## config.mk

```make
export PLATFORM = sky130hd
export DESIGN_NAME = dio_port_ctrl
export DESIGN_NICKNAME = d
export VERILOG_FILES = /design/src/rtl/dio_pkg.sv /design/src/rtl/dio_sync_if.sv /design/src/rtl/dio_pin_sync.sv /design/src/rtl/dio_port_ctrl.sv
export SDC_FILE = /design/constraint.sdc
export NUM_CORES = 1
export LEC_CHECK = 0
export ABC_AREA = 0
export ABC_CLOCK_PERIOD_IN_PS = 8300
export BUFFER_PORTS_ARGS = -buffer_cell sky130_fd_sc_hd__buf_2
export CELL_PAD_IN_SITES_DETAIL_PLACEMENT = 0
export CELL_PAD_IN_SITES_GLOBAL_PLACEMENT = 1
export CORE_MARGIN = 2
export CORE_UTILIZATION = 45
export CTS_BUF_LIST = sky130_fd_sc_hd__clkbuf_2
export DETAILED_ROUTE_END_ITERATION = 10
export PLACE_DENSITY = 0.87
export SLEW_MARGIN = 20
export SYNTH_ARGS = -nofsm -noshare
export SYNTH_HDL_FRONTEND = slang
export SYNTH_SLANG_ARGS = --single-unit
```

## constraint.sdc

```tcl
create_clock -name aclk -period 8.3 [get_ports aclk]
set_clock_uncertainty 0.2 [all_clocks]
set_input_delay 0.415 -clock aclk [delete_from_list [all_inputs] [get_ports aclk]]
set_output_delay 0.415 -clock aclk [all_outputs]
set_load 0.01 [all_outputs]
```

## src/rtl/dio_pkg.sv

```systemverilog
// Constants shared by the digital port block: register map, fields, reset values.
// Assumes a 32-bit AXI4-Lite bus with word-aligned registers.
package dio_pkg;
    localparam int DIO_ADDR_W = 14;
    localparam int DIO_NPORT = 16;
    localparam int DIO_NPIN = 64;
    // Printed data-memory addresses are register indices; byte address is index * 4
    localparam logic [11:0] DIO_IDX_PULLUP = 12'hfe0;
    localparam logic [11:0] DIO_IDX_BITOP = 12'hfe4;
    localparam logic [11:0] DIO_IDX_DIR_A = 12'hfe8;
    localparam logic [11:0] DIO_IDX_DIR_B = 12'hfec;
    localparam logic [11:0] DIO_IDX_PORT0 = 12'hff0;
    // Bit operation command fields
    localparam int DIO_BOP_PORT_LSB = 0;
    localparam int DIO_BOP_BIT_LSB = 4;
    localparam int DIO_BOP_OP_LSB = 6;
    localparam int DIO_BOP_VAL_POS = 8;
    localparam logic [1:0] DIO_OP_NONE = 2'h0;
    localparam logic [1:0] DIO_OP_SET = 2'h1;
    localparam logic [1:0] DIO_OP_CLEAR = 2'h2;
    localparam logic [1:0] DIO_OP_MOVE = 2'h3;
    // Writable bits: pull-ups on ports 0..3 and 6, whole-port modes on 2,4,5,7
    localparam logic [7:0] DIO_PULLUP_MASK = 8'h4f;
    localparam logic [7:0] DIO_DIR_B_MASK = 8'hb4;
    localparam logic [7:0] DIO_DIR_RESET = 8'h00;
    localparam logic [7:0] DIO_PULLUP_RESET = 8'h00;
    localparam logic [63:0] DIO_LATCH_RESET = 64'h0;
    localparam logic [1:0] DIO_RESP_OKAY = 2'h0;
    localparam logic [1:0] DIO_RESP_SLVERR = 2'h2;
endpackage : dio_pkg

```

## src/rtl/dio_sync_if.sv

```systemverilog
// Carrier between the port block and its pin input synchroniser.
// Assumes both ends run on the same clock.
`timescale 1ns/100ps
`default_nettype none
interface dio_sync_if;
    logic [63:0] raw;
    logic [63:0] stable;
    modport sync (input raw, output stable);
    modport user (output raw, input stable);
endinterface : dio_sync_if
`default_nettype wire

```

## src/rtl/dio_pin_sync.sv

```systemverilog
// Three-stage pin input synchroniser with agreement filter.
// Assumes raw pin levels are asynchronous to aclk.
`timescale 1ns/100ps
`default_nettype none
module dio_pin_sync
    import dio_pkg::*;
(
    input wire logic aclk, // System clock
    input wire logic aresetn, // Synchronous reset, active low
    dio_sync_if.sync pins // Raw in, filtered out
);
    logic [63:0] s1_reg;
    logic [63:0] s2_reg;
    logic [63:0] s3_reg;
    logic [63:0] stable_reg;

    // First stage feeds only the second
    always_ff @(posedge aclk) begin
        if (!aresetn) begin
            s1_reg <= '0;
            s2_reg <= '0;
            s3_reg <= '0;
        end else begin
            s1_reg <= pins.raw;
            s2_reg <= s1_reg;
            s3_reg <= s2_reg;
        end
    end

    // Accept a change only once stages two and three agree
    always_ff @(posedge aclk) begin
        if (!aresetn) begin
            stable_reg <= '0;
        end else begin
            stable_reg <= (~(s2_reg ^ s3_reg) & s3_reg) | ((s2_reg ^ s3_reg) & stable_reg);
        end
    end

    assign pins.stable = stable_reg;
endmodule : dio_pin_sync
`default_nettype wire

```

## src/rtl/dio_port_ctrl.sv

```systemverilog
// Memory-mapped 4-bit digital I/O ports with direction and pull-up control.
// Assumes an AXI4-Lite master on aclk and asynchronous external pin levels.
`timescale 1ns/100ps
`default_nettype none
module dio_port_ctrl
    import dio_pkg::*;
(
    input wire logic aclk, // System clock, 250 MHz
    input wire logic aresetn, // Synchronous reset, active low
    input wire logic [13:0] s_axi_awaddr, // Write address
    input wire logic s_axi_awvalid, // Write address valid
    output logic s_axi_awready, // Write address ready
    input wire logic [31:0] s_axi_wdata, // Write data
    input wire logic [3:0] s_axi_wstrb, // Write byte enables
    input wire logic s_axi_wvalid, // Write data valid
    output logic s_axi_wready, // Write data ready
    output logic [1:0] s_axi_bresp, // Write response
    output logic s_axi_bvalid, // Write response valid
    input wire logic s_axi_bready, // Write response ready
    input wire logic [13:0] s_axi_araddr, // Read address
    input wire logic s_axi_arvalid, // Read address valid
    output logic s_axi_arready, // Read address ready
    output logic [31:0] s_axi_rdata, // Read data
    output logic [1:0] s_axi_rresp, // Read response
    output logic s_axi_rvalid, // Read data valid
    input wire logic s_axi_rready, // Read data ready
    input wire logic [63:0] pin_in, // Pin levels, port n pin k at 4n+k
    output logic [63:0] pin_out, // Output latch levels
    output logic [63:0] pin_oe, // Output buffer enable, high drives
    output logic [63:0] pin_pullup_en // Internal pull-up connect
);
    dio_sync_if sync_bus ();

    logic awready_reg;
    logic wready_reg;
    logic bvalid_reg;
    logic [1:0] bresp_reg;
    logic arready_reg;
    logic rvalid_reg;
    logic [1:0] rresp_reg;
    logic [31:0] rdata_reg;
    logic [11:0] wr_idx_reg;
    logic [31:0] wdata_reg;
    logic [3:0] wstrb_reg;
    logic [11:0] rd_idx_reg;
    logic [7:0] dir_reg_a;
    logic [7:0] dir_reg_b;
    logic [7:0] pullup_enable_reg;
    logic [63:0] latch_reg;
    logic [63:0] oe_reg;
    logic [63:0] pullup_pin_reg;
    logic [63:0] mode_vec;
    logic [63:0] pullup_vec;
    logic [63:0] port_rd_vec;
    logic wr_do;
    logic rd_do;
    logic wr_hit_port;
    logic rd_hit_port;
    logic [3:0] wr_port;
    logic [3:0] rd_port;
    logic [3:0] bop_port;
    logic [1:0] bop_bit;
    logic [1:0] bop_op;
    logic [3:0] bop_result;
    logic wr_mapped;
    logic rd_mapped;
    logic [31:0] rd_value;

    assign sync_bus.raw = pin_in;

    dio_pin_sync u_sync (
        .aclk(aclk),
        .aresetn(aresetn),
        .pins(sync_bus)
    );

    // Mode and pull-up slices for every port; per-pin modes only on ports 3 and 6, pull-ups whole-port on ports 0..3 and 6 except pin 0 of port 0 (none)
    genvar gp;
    generate
        for (gp = 0; gp < DIO_NPORT; gp++) begin : g_port
            if (gp == 3) begin : g_p3
                assign mode_vec[gp*4 +: 4] = dir_reg_a[3:0];
            end else if (gp == 6) begin : g_p6
                assign mode_vec[gp*4 +: 4] = dir_reg_a[7:4];
            end else if (gp == 2 || gp == 4 || gp == 5 || gp == 7) begin : g_pw
                assign mode_vec[gp*4 +: 4] = {4{dir_reg_b[gp]}};
            end else begin : g_pin
                // No mode bit for these ports here; they stay inputs
                assign mode_vec[gp*4 +: 4] = 4'h0;
            end
            if (gp == 0) begin : g_pu0
                assign pullup_vec[gp*4 +: 4] = {{3{pullup_enable_reg[gp]}}, 1'b0};
            end else if (gp < 8) begin : g_pu
                assign pullup_vec[gp*4 +: 4] = {4{pullup_enable_reg[gp]}};
            end else begin : g_punone
                assign pullup_vec[gp*4 +: 4] = 4'h0;
            end
            // Output bits read back the latch, input bits the pin
            assign port_rd_vec[gp*4 +: 4] = (mode_vec[gp*4 +: 4] & latch_reg[gp*4 +: 4])
                | (~mode_vec[gp*4 +: 4] & sync_bus.stable[gp*4 +: 4]);
        end
    endgenerate

    // Address decode
    assign wr_hit_port = (wr_idx_reg[11:4] == DIO_IDX_PORT0[11:4]);
    assign rd_hit_port = (rd_idx_reg[11:4] == DIO_IDX_PORT0[11:4]);
    assign wr_port = wr_idx_reg[3:0];
    assign rd_port = rd_idx_reg[3:0];
    assign wr_mapped = wr_hit_port || wr_idx_reg == DIO_IDX_PULLUP || wr_idx_reg == DIO_IDX_BITOP
        || wr_idx_reg == DIO_IDX_DIR_A || wr_idx_reg == DIO_IDX_DIR_B;
    assign rd_mapped = rd_hit_port || rd_idx_reg == DIO_IDX_PULLUP || rd_idx_reg == DIO_IDX_BITOP
        || rd_idx_reg == DIO_IDX_DIR_A || rd_idx_reg == DIO_IDX_DIR_B;
    assign wr_do = !awready_reg && !wready_reg && !bvalid_reg;
    assign rd_do = !arready_reg && !rvalid_reg;

    // Single-bit command fields
    assign bop_port = wdata_reg[DIO_BOP_PORT_LSB +: 4];
    assign bop_bit = wdata_reg[DIO_BOP_BIT_LSB +: 2];
    assign bop_op = wdata_reg[DIO_BOP_OP_LSB +: 2];

    // Read-modify-write from the port's read value: input bits pick up
    // the pins, which is why the latch is unpredictable in input mode
    always_comb begin
        bop_result = port_rd_vec[bop_port*4 +: 4];
        unique case (bop_op)
            DIO_OP_SET: bop_result[bop_bit] = 1'b1;
            DIO_OP_CLEAR: bop_result[bop_bit] = 1'b0;
            DIO_OP_MOVE: bop_result[bop_bit] = wdata_reg[DIO_BOP_VAL_POS];
            DIO_OP_NONE: bop_result = port_rd_vec[bop_port*4 +: 4];
        endcase
    end

    always_comb begin
        rd_value = 32'h0;
        if (rd_hit_port) begin
            rd_value[3:0] = port_rd_vec[rd_port*4 +: 4];
            // Even port also shows its odd partner for byte reads
            if (!rd_port[0]) begin
                rd_value[7:4] = port_rd_vec[rd_port*4 + 4 +: 4];
            end
        end else if (rd_idx_reg == DIO_IDX_DIR_A) begin
            rd_value[7:0] = dir_reg_a;
        end else if (rd_idx_reg == DIO_IDX_DIR_B) begin
            rd_value[7:0] = dir_reg_b;
        end else if (rd_idx_reg == DIO_IDX_PULLUP) begin
            rd_value[7:0] = pullup_enable_reg;
        end
    end

    // Write address and data channels, taken in either order
    always_ff @(posedge aclk) begin
        if (!aresetn) begin
            awready_reg <= 1'b1;
            wr_idx_reg <= 12'h0;
        end else if (s_axi_awvalid && awready_reg) begin
            awready_reg <= 1'b0;
            wr_idx_reg <= s_axi_awaddr[13:2];
        end else if (bvalid_reg && s_axi_bready) begin
            awready_reg <= 1'b1;
        end
    end

    always_ff @(posedge aclk) begin
        if (!aresetn) begin
            wready_reg <= 1'b1;
            wdata_reg <= 32'h0;
            wstrb_reg <= 4'h0;
        end else if (s_axi_wvalid && wready_reg) begin
            wready_reg <= 1'b0;
            wdata_reg <= s_axi_wdata;
            wstrb_reg <= s_axi_wstrb;
        end else if (bvalid_reg && s_axi_bready) begin
            wready_reg <= 1'b1;
        end
    end

    always_ff @(posedge aclk) begin
        if (!aresetn) begin
            bvalid_reg <= 1'b0;
            bresp_reg <= DIO_RESP_OKAY;
        end else if (wr_do) begin
            bvalid_reg <= 1'b1;
            bresp_reg <= wr_mapped ? DIO_RESP_OKAY : DIO_RESP_SLVERR;
        end else if (bvalid_reg && s_axi_bready) begin
            bvalid_reg <= 1'b0;
        end
    end

    // Direction registers; whole-byte writes expected from software
    always_ff @(posedge aclk) begin
        if (!aresetn) begin
            dir_reg_a <= DIO_DIR_RESET;
            dir_reg_b <= DIO_DIR_RESET;
        end else if (wr_do && wstrb_reg[0]) begin
            if (wr_idx_reg == DIO_IDX_DIR_A) begin
                dir_reg_a <= wdata_reg[7:0];
            end
            if (wr_idx_reg == DIO_IDX_DIR_B) begin
                dir_reg_b <= wdata_reg[7:0] & DIO_DIR_B_MASK;
            end
        end
    end

    always_ff @(posedge aclk) begin
        if (!aresetn) begin
            pullup_enable_reg <= DIO_PULLUP_RESET;
        end else if (wr_do && wstrb_reg[0] && wr_idx_reg == DIO_IDX_PULLUP) begin
            pullup_enable_reg <= wdata_reg[7:0] & DIO_PULLUP_MASK;
        end
    end

    // Output latches: written in either mode; the mode only gates the buffer
    always_ff @(posedge aclk) begin
        if (!aresetn) begin
            latch_reg <= DIO_LATCH_RESET;
        end else if (wr_do && wstrb_reg[0]) begin
            if (wr_hit_port) begin
                latch_reg[wr_port*4 +: 4] <= wdata_reg[3:0];
            end else if (wr_idx_reg == DIO_IDX_BITOP && bop_op != DIO_OP_NONE) begin
                latch_reg[bop_port*4 +: 4] <= bop_result;
            end
        end
    end

    // Pin-facing outputs registered; one cycle behind the mode and pull-up registers
    always_ff @(posedge aclk) begin
        if (!aresetn) begin
            oe_reg <= 64'h0;
            pullup_pin_reg <= 64'h0;
        end else begin
            oe_reg <= mode_vec;
            pullup_pin_reg <= pullup_vec;
        end
    end

    // Read channel
    always_ff @(posedge aclk) begin
        if (!aresetn) begin
            arready_reg <= 1'b1;
            rd_idx_reg <= 12'h0;
        end else if (s_axi_arvalid && arready_reg) begin
            arready_reg <= 1'b0;
            rd_idx_reg <= s_axi_araddr[13:2];
        end else if (rvalid_reg && s_axi_rready) begin
            arready_reg <= 1'b1;
        end
    end

    always_ff @(posedge aclk) begin
        if (!aresetn) begin
            rvalid_reg <= 1'b0;
            rresp_reg <= DIO_RESP_OKAY;
            rdata_reg <= 32'h0;
        end else if (rd_do) begin
            rvalid_reg <= 1'b1;
            rresp_reg <= rd_mapped ? DIO_RESP_OKAY : DIO_RESP_SLVERR;
            rdata_reg <= rd_value;
        end else if (rvalid_reg && s_axi_rready) begin
            rvalid_reg <= 1'b0;
        end
    end

    assign s_axi_awready = awready_reg;
    assign s_axi_wready = wready_reg;
    assign s_axi_bvalid = bvalid_reg;
    assign s_axi_bresp = bresp_reg;
    assign s_axi_arready = arready_reg;
    assign s_axi_rvalid = rvalid_reg;
    assign s_axi_rresp = rresp_reg;
    assign s_axi_rdata = rdata_reg;
    assign pin_out = latch_reg;
    assign pin_oe = oe_reg;
    assign pin_pullup_en = pullup_pin_reg;
endmodule : dio_port_ctrl
`default_nettype wire

```

==> metrics.yaml, run 1 <==
wl_met3_um: 3590
layout_common_cells: "dfxtp_1 (403), dlygate4sd3_1 (296), buf_2 (225)"
core_area_um2: 37300
status: "complete, no violations"
grt_pass1_vias: 14800
yosysTopAreaCell: "dfxtp_1"
ys_warn_count: 0
ys_seq_area_frac: 0.477
dr.pass1.iters: 8
drv_cap: 0
std_cell_rows: 71
cts_tree: "built"
globalplace.congestion: 0.915
routed_via_density: 5.24
total_power_mw: 3.66
syn_inst: 1823
finalSetupTns_ns: 0
numPortBuffers: 226
fin_util: 0.575
r2r_cells: 8
timing.rr.start: "wr_idx_reg[0]$_SDFFE_PN0P_"
period_minus_slack_ns: 3.65
wl_met2_um: 26100
timing.critical_path.buf_inv: 1
holdPathEnd: "s_axi_bvalid$_SDFFE_PN0P_"
p_leak_nw: 8.95
syn_avg_cell_area_um2: 9.28
drc: 0
synth_cell_types: 83
dpl.hpwl_um: 33300
dr.max_layer_used: "met4"
async_reset_ff_frac: 0
path_delay_family: "compound AO/OA/AOI/OAI gates"
crit_path_cell_trace: "inv_1 -> ha_1 -> nand2_1 -> a211oi_1 -> nand3_1 -> a21oi_2 -> o221ai_1 -> o211a_1"
clk_latency_ns: 1.03
synth-seq-cells: 403
area_delta_synth_final_pct: 26.7
worst_r2r_endpoint: "pin_out[20]$_SDFFE_PN0P_"
setup_ws_ns: 4.65
synthFlopType: "dfxtp_1"
fin_nets: 2468
htreeDepth: 3
cts_buffers: 99
gr-total-overflow: 0
synth-simple-area-share: 0.195
drt-initial-drc-count: 1007
clkTransAtPathRegs_ns: 0.11
dp_slack_ns: 4.73
cts-resized-gates: 0
post_cts_buffers: 0
worstMarginPinSlew_ns: 1.09
clock-sinks: 403
vias: 15000
finalCritPeriodShare: 0.439
synth_compound_gate_area_share: 0.156
die_w_um: 198
grt_usage: 0.265
slew_headroom: 0.274
reg2reg_setup_slack_ns: 4.65
worstSetupPathType: "reg2reg"
cp_max_fo: 18
fin_area_um2: 21400
yosys.area_share.adder: 0.00296
yosys.area_share.xor_xnor: 0.00104
wl_met1_um: 20600
cts-root-buf: "clkbuf_2"
peakVddDrop_mv: 0.127
synth.top_cells.by_area: "dfxtp_1 (48%), and2_1 (8.0%), buf_4 (6.4%)"
placed_cell_area_um2: 17700
hold_slack_ns: 0.0534
instances_no_fill: 2868
die_h_um: 198
rsz0062_at_grt: "false"
clock_path_buffers: 3
critPathMaxStageDelay_ns: 0.78
min-delay-start: "s_axi_bready"
synth_top_family_by_area: "simple AND/OR/NAND/NOR gates"
worstPathRequired_ns: 8.99
fillers: 3289
setup_viol_count_final: 0
syn_area_um2: 16900
endpoint_kind: "flop"
drive_above_1_share: 0.187
min_path_type: "in2reg"
synth_top_cell_area_share: 0.477
routedWlPerCell_um: 18.2
powerDensity_nw_per_um2: 171
crit_path_start_kind: "flop"
drv_slew: 0
start_util: 0.453
dp.cells: 2406
io_pins: 368
die-area_um2: 39200
cp.arrival_ns: 4.33
fmax_mhz: 274
grt_max_degree: 114
antenna_left: 0
synth_edf_count: 0
final_common_cell: "dfxtp_1"
hold_depth: 5
antenna_found_initial: 4
drt_wl_total_um: 52300
grt_first_pass_wirelength_um: 80000
yosys-mux-area-fraction: 0.0732
hold_viol: 0
cp_slowest_cell: "ha_1"
## tightest hold or removal path, cell delays in order
cell,delay [ns]
dlygate4sd3_1,0.53
buf_2,0.13
inv_1,0.04
a21oi_1,0.06
nor2_1,0.07
## synthesized netlist by cell type (5+ instances only)
library cell	instances
o22ai_1	5
o211a_1	5
buf_6	8
buf_2	12
a31oi_1	23
nand2b_1	13
nand2_1	207
dfxtp_1	403
a22oi_1	11
nor4_1	5
mux4_2	20
o21a_1	11
inv_1	18
nor2_1	82
o211ai_1	14
nand4_1	9
buf_4	144
a21oi_1	151
a221oi_1	5
nand3b_1	7
o221ai_1	27
nand3_1	26
nor2b_1	6
buf_1	6
or2_2	7
clkbuf_1	70
mux2i_1	52
and2_1	217
and3_1	8
o21ai_0	117
o31ai_1	5
or3_1	6
nor3_1	22
mux2_2	15
a211oi_1	8
## where the power goes
group / switching [mW] / internal (mW) / total [mW]
logic: 0.213 / 0.186 / 0.398
registers: 0.0385 / 1.99 / 2.02
clock network: 0.776 / 0.458 / 1.23
total: 1.03 / 2.63 / 3.66
## per-layer routing
metal / up-vias / global-route usage
met2: 625 / 0.469
met3: 143 / 0.0535
li1: 7144 / -
met1: 7114 / 0.308
met4: 0 / 0.122
met5: - / 0
## area by class of cell
type / count / area (µm²) / area share
inverter: 22 / 85.1 / 0.00397
sequential: 403 / 8070 / 0.376
clock buffer: 130 / 651 / 0.0303
tap: 474 / 593 / 0.0277
timing repair buffer: 536 / 4210 / 0.196
multi-input combinational: 1267 / 7660 / 0.357
clock inverter: 33 / 165 / 0.00770
antenna: 3 / 7.51 / 0.000350
## timing repair
item	4_1_cts	5_1_grt
hold buffers	296	0
setup endpoints to repair	0	0
endpoints found under the hold margin	188	0
## worst max path at each step
stage | start | end | slack [ns] | cells after the start
after global placement | wr_idx_reg[0]$_SDFFE_PN0P_ | pin_out[20]$_SDFFE_PN0P_ | 4.74 | 8
after CTS | wr_idx_reg[0]$_SDFFE_PN0P_ | pin_out[20]$_SDFFE_PN0P_ | 4.68 | 8
after floorplan | wdata_reg[0]$_SDFFE_PN0P_ | pin_out[50]$_SDFFE_PN0P_ | 5.41 | 11
after detailed placement | wr_idx_reg[0]$_SDFFE_PN0P_ | pin_out[20]$_SDFFE_PN0P_ | 4.73 | 8
final | wr_idx_reg[0]$_SDFFE_PN0P_ | pin_out[20]$_SDFFE_PN0P_ | 4.65 | 8
after global routing | wr_idx_reg[0]$_SDFFE_PN0P_ | pin_out[20]$_SDFFE_PN0P_ | 4.37 | 8
## cell families after synthesis
group,after synthesis
adders and majority gates,4
DFF,403
buffers and inverters,263
xor gates and xnor gates,2
other,1
muxes,92
AOI/OAI and AO/OA,424
and+or+nand+nor,634
Note: power is estimated with default switching activity, not from simulation.
==> inputs of run 2 (changes only) <==
- ABC_CLOCK_PERIOD_IN_PS: 8300 -> 3200
- CORE_UTILIZATION: 45 -> 38
- PLACE_DENSITY: 0.87 -> 0.79
- clock period: 8.3 -> 3.2 ns (I/O delays scaled with it)
==> metrics.yaml, run 2 (synthesized netlist as in run 1, its figures left out) <==
status: "complete, no violations"
drive_above_1_share: 0.211  # +0.0239
cp_max_fo: 10  # -8
dp.cells: 2590  # +7.6%
std_cell_rows: 77  # +8.5%
cts_tree: "built"
globalplace.congestion: 0.920  # +0.58%
hold_depth: 2  # -3
placed_cell_area_um2: 18300  # +3.7%
min-delay-start: "u_sync.s3_reg[39]$_SDFF_PN0_"
grt_max_degree: 116  # +1.8%
drv_slew: 0  # unchanged
drv_cap: 0  # unchanged
vias: 15400  # +2.5%
core_area_um2: 44100  # +18%
io_pins: 368  # unchanged
timing.rr.start: "wr_idx_reg[0]$_SDFFE_PN0P_"
finalCritPeriodShare: 0.938  # +0.499
worstPathRequired_ns: 3.92  # -5.07 ns
post_cts_buffers: 0  # unchanged
fin_util: 0.510  # -0.0644
die-area_um2: 46200  # +18%
worstMarginPinSlew_ns: 0.912  # -0.173 ns
p_leak_nw: 9.54  # +6.6%
slew_headroom: 0.386  # +0.112
layout_common_cells: "dfxtp_1 (403), dlygate4sd3_1 (333), buf_2 (225)"
grt_first_pass_wirelength_um: 86500  # +8.2%
instances_no_fill: 3098  # +8.0%
finalSetupTns_ns: 0  # unchanged
setup_viol_count_final: 0  # unchanged
routed_via_density: 4.97  # -5.1%
clkTransAtPathRegs_ns: 0.11  # about the same
crit_path_start_kind: "flop"
worstSetupPathType: "reg2reg"
antenna_left: 0  # unchanged
die_h_um: 215  # +8.6%
fmax_mhz: 333  # +21%
total_power_mw: 9.62  # +160%
routedWlPerCell_um: 18.2  # -0.19%
crit_path_cell_trace: "inv_1 -> ha_1 -> nand2_1 -> nor3_1 -> o2111a_1 -> buf_4 -> o21a_1 -> o21ai_0 -> a31oi_1"
cp.arrival_ns: 3.72  # -0.61 ns
clk_latency_ns: 1.05  # +0.02 ns
dpl.hpwl_um: 37900  # +14%
cts_buffers: 103  # +4.0%
reg2reg_setup_slack_ns: 0.20  # -4.46 ns
endpoint_kind: "flop"
powerDensity_nw_per_um2: 428  # +150%
final_common_cell: "dfxtp_1"
grt_pass1_vias: 15500  # +4.4%
critPathMaxStageDelay_ns: 0.62  # -0.16 ns
min_path_type: "reg2reg"
area_delta_synth_final_pct: 33.1
grt_usage: 0.240  # -0.0252
start_util: 0.383  # -0.0700
fin_nets: 2576  # +4.4%
worst_r2r_endpoint: "pin_out[18]$_SDFFE_PN0P_"
htreeDepth: 3  # unchanged
clock-sinks: 403  # unchanged
period_minus_slack_ns: 3.00  # -0.645 ns
fin_area_um2: 22500  # +5.0%
gr-total-overflow: 0  # unchanged
drt-initial-drc-count: 1070  # +6.3%
drt_wl_total_um: 56400  # +7.8%
fillers: 4178  # +27%
r2r_cells: 9  # +1
antenna_found_initial: 2  # -2
cp_slowest_cell: "o2111a_1"
drc: 0  # unchanged
clock_path_buffers: 3  # unchanged
numPortBuffers: 226  # unchanged
rsz0062_at_grt: "false"
die_w_um: 215  # +8.6%
peakVddDrop_mv: 0.253  # +99%
hold_viol: 0  # unchanged
cts-root-buf: "clkbuf_2"
dr.pass1.iters: 7  # -1
==> run 2: changes by cell type in the layout (fill, tap and decap cells not counted), sizes merged, moves of 2 or more <==
| cell | previous run | this run |
|---|---|---|
| buf | 240 | 307 |
| clkbuf | 130 | 142 |
| clkinv | 32 | 29 |
| clkinvlp | 1 | 3 |
| dlygate4sd3 | 296 | 333 |
==> run 2: what timing repair did <==
item,CTS,global route
hold endpoints to repair,377,0
resized for setup,0,0
hold buffers,334,0
setup endpoints to repair,0,0
==> run 2: area by class of cell <==
| class | count | area [µm²] | share of cell area |
|---|---|---|---|
| sequential | 403 | 8070 | 0.358 |
| multi-input combinational | 1267 | 7660 | 0.340 |
| timing repair buffer | 640 | 5120 | 0.227 |
| tap | 592 | 741 | 0.0329 |
| clock buffer | 142 | 711 | 0.0316 |
| clock inverter | 30 | 130 | 0.00578 |
| inverter | 22 | 85.1 | 0.00378 |
| antenna | 2 | 5.00 | 0.000222 |
==> run 2: worst max-delay path, delay by kind of cell, from the launching register on <==
family,cells,cell delay (ns)
AND/OR/NAND/NOR,2,0.34
adder cells (fa/ha/maj),1,0.37
AO/OA/AOI/OAI,4,1.21
buffers and inverters,2,0.38
flip-flops,1,0.36
==> run 2: where the power goes <==
group,internal (mW),switching (mW),leakage (nW)
logic,0.560,0.583,5.60
registers,5.15,0.0866,3.29
clock network,1.19,2.05,0.650
total,6.90,2.72,9.54
==> run 2: how the worst max path moves through the flow <==
stage                                    start                        to  slack [ns]  cells after the start
detailed placement  wr_idx_reg[0]$_SDFFE_PN0P_  pin_out[18]$_SDFFE_PN0P_        0.27                      9
CTS                 wr_idx_reg[0]$_SDFFE_PN0P_  pin_out[18]$_SDFFE_PN0P_        0.20                      9
global route         wdata_reg[2]$_SDFFE_PN0P_  pin_out[53]$_SDFFE_PN0P_       0.007                      7
finish              wr_idx_reg[0]$_SDFFE_PN0P_  pin_out[18]$_SDFFE_PN0P_        0.20                      9
global placement     wdata_reg[2]$_SDFFE_PN0P_  pin_out[52]$_SDFFE_PN0P_        0.33                      7
floorplan            wdata_reg[0]$_SDFFE_PN0P_  pin_out[50]$_SDFFE_PN0P_        0.31                     11
==> run 2: metrics by stage <==
stage                     hold slack (ns)  setup slack, ns
after global placement              0.157            0.329
after CTS                           0.218            0.195
after detailed placement            0.165            0.266
after floorplan                    0.0544            0.310
after global routing                0.245          0.00696
final                               0.222            0.198
==> run 2: layer usage <==
metal  track usage  part of all wire  routed length [µm]
met1         0.272              0.40               22500
met2         0.430              0.50               28200
met3        0.0487             0.058                3260
met4         0.117             0.044                2470
met5             0                 0                   0
==> inputs of run 3 (changes only) <==
- GPL_TIMING_DRIVEN: default -> 0
==> metrics.yaml, run 3 (synthesized netlist as in run 1, its figures left out) <==
std_cell_rows: 77  # unchanged
clkPwrFrac: 0.341  # +0.004
start_util: 0.383  # unchanged
antenna_left: 0  # unchanged
cts_tree: "built"
clk_latency_ns: 1.11  # +0.06 ns
fin_nets: 2728  # +5.9%
power.net_switching_mw: 2.86  # +4.9%
min_path_type: "reg2reg"
cp.arrival_ns: 3.87  # +0.15 ns
cp_slowest_cell: "o221ai_1"
drc: 0  # unchanged
power_switching_share: 0.287  # +0.00441
power.internal_mw: 7.08  # +2.6%
grt_first_pass_wirelength_um: 93200  # +7.8%
fillers: 4085  # -2.2%
vias: 16000  # +4.1%
drv_cap: 0  # unchanged
die_w_um: 215  # unchanged
grt_max_degree: 16  # -86%
worstSetupPathType: "reg2reg"
clock_path_buffers: 3  # unchanged
drv_slew: 0  # unchanged
hold_viol: 0  # unchanged
globalplace.congestion: 0.962  # +4.5%
grt_usage: 0.266  # +0.0260
drt-initial-drc-count: 1093  # +2.1%
routed_via_density: 4.93  # -0.83%
pwr-share-comb: 0.132  # +0.013
setup_viol_count_final: 0  # unchanged
dp_slack_ns: -0.789  # -1.06 ns
register_area_um2: 8070  # about the same
fin_area_um2: 23600  # +4.6%
p_leak_nw: 10.2  # +6.4%
routedWlPerCell_um: 19.2  # +5.7%
slew_headroom: 0.265  # -0.121
core_area_um2: 44100  # unchanged
worstMarginPinSlew_ns: 1.10  # +0.190 ns
cts-root-buf: "clkbuf_2"
numPortBuffers: 226  # unchanged
peakVddDrop_mv: 0.255  # +0.87%
r2r_cells: 6  # -3
placed_cell_area_um2: 19200  # +4.9%
powerDensity_nw_per_um2: 422  # -1.3%
cts_buffers: 100  # -2.9%
period_minus_slack_ns: 3.07  # +0.0663 ns
final_common_cell: "dfxtp_1"
cp_max_fo: 10  # unchanged
finalCritPeriodShare: 0.959  # +0.0207
layout_common_cells: "dfxtp_1 (402), dlygate4sd3_1 (321), buf_2 (238)"
dr.pass1.iters: 6  # -1
grt_pass1_vias: 15800  # +2.2%
htreeDepth: 3  # unchanged
die-area_um2: 46200  # unchanged
setup_ws_ns: 0.131  # -0.0663 ns
pwr-share-seq: 0.527  # -0.017
crit_path_cell_trace: "clkbuf_1 -> a2111o_1 -> o221ai_1 -> buf_2 -> a221oi_1 -> nor2_1"
io_pins: 368  # unchanged
drive_above_1_share: 0.247  # +0.0357
die_h_um: 215  # unchanged
endpoint_kind: "flop"
multiInputGateArea_um2: 7810  # +2.0%
antenna_found_initial: 3  # +1
gr-total-overflow: 0  # unchanged
clkTransAtPathRegs_ns: 0.10  # about the same
critPathMaxStageDelay_ns: 0.67  # +0.05 ns
area_delta_synth_final_pct: 39.2
worstPathRequired_ns: 4.00  # +0.08 ns
crit_path_start_kind: "flop"
drt_wl_total_um: 62600  # +11%
status: "complete, no violations"
dpl.hpwl_um: 44100  # +16%
total_power_mw: 9.94  # +3.2%
clock-sinks: 403  # unchanged
hold_depth: 1  # -1
rsz0062_at_grt: "false"
fmax_mhz: 326  # -2.2%
## run 3: cell count changes in the layout (fill, tap and decap cells not counted), sizes merged
cell	change
bufinv	+1
clkinv	-5
inv	+2
buf	+99
diode	-1
clkinvlp	+1
clkbuf	+70
dlygate4sd3	-12
## run 3: stage by stage
stage / TNS (ns) / util / hold WS, ns / instances
after global routing: 0 / 0.534 / 0.173 / 3253
final: 0 / 0.534 / 0.200 / 3253
after floorplan: 0 / - / 0.0544 / 1933
after detailed placement: -34.36 / 0.435 / 0.168 / 2751
after CTS: -0.175 / 0.530 / 0.0975 / 3244
after global placement: -35.53 / 0.435 / 0.161 / 2751
## run 3: worst paths after layout
| path | endpoint | startpoint | slack (ns) |
|---|---|---|---|
| max | pin_out[41]$_SDFFE_PN0P_ | wdata_reg[3]$_SDFFE_PN0P_ | 0.13 |
| min | u_sync.s2_reg[23]$_SDFF_PN0_ | u_sync.s1_reg[23]$_SDFF_PN0_ | 0.20 |
| max reg2reg | pin_out[41]$_SDFFE_PN0P_ | wdata_reg[3]$_SDFFE_PN0P_ | 0.13 |
| min reg2reg | u_sync.s2_reg[23]$_SDFF_PN0_ | u_sync.s1_reg[23]$_SDFF_PN0_ | 0.20 |
## run 3: metal layers
layer	global-route usage	share of wire
met1	0.313	0.40
met2	0.469	0.50
met3	0.0484	0.060
met4	0.125	0.039
met5	0	0
## run 3: timing repair
item                                   CTS  global route
hold buffers                           321             0
setup buffers                            0             9
setup endpoints to repair               64            70
resized for setup                       20            25
pin swaps                                1             5
endpoints found under the hold margin  356             0
## run 3: power groups by stage
stage / Combinational (mW) / Clock [mW] / Sequential (mW)
finish: 1.31 / 3.39 / 5.23
detailed placement: 0.931 / 0 / 5.35
CTS: 1.25 / 3.49 / 5.23
global placement: 0.930 / 0 / 5.34
global route: 1.40 / 3.77 / 5.25
floorplan: 0.614 / 0 / 5.32
## run 3: cell type report
class | instances | share of cell area
clock buffers | 144 | 0.0306
flip-flops and latches | 403 | 0.343
repair buffers | 556 | 0.187
plain buffers | 239 | 0.0655
well taps | 592 | 0.0314
inverters | 22 | 0.00377
multi-input cells | 1267 | 0.332
diodes | 1 | 0.000106
clock inverters | 29 | 0.00696
## run 3: worst max-delay path: cells and delay by family, from the launching register on
| family | cells | cell delay [ns] |
|---|---|---|
| AO/OA/AOI/OAI | 3 | 1.33 |
| buffers and inverters | 2 | 0.90 |
| flip-flops | 1 | 0.42 |
| AND/OR/NAND/NOR | 1 | 0.13 |
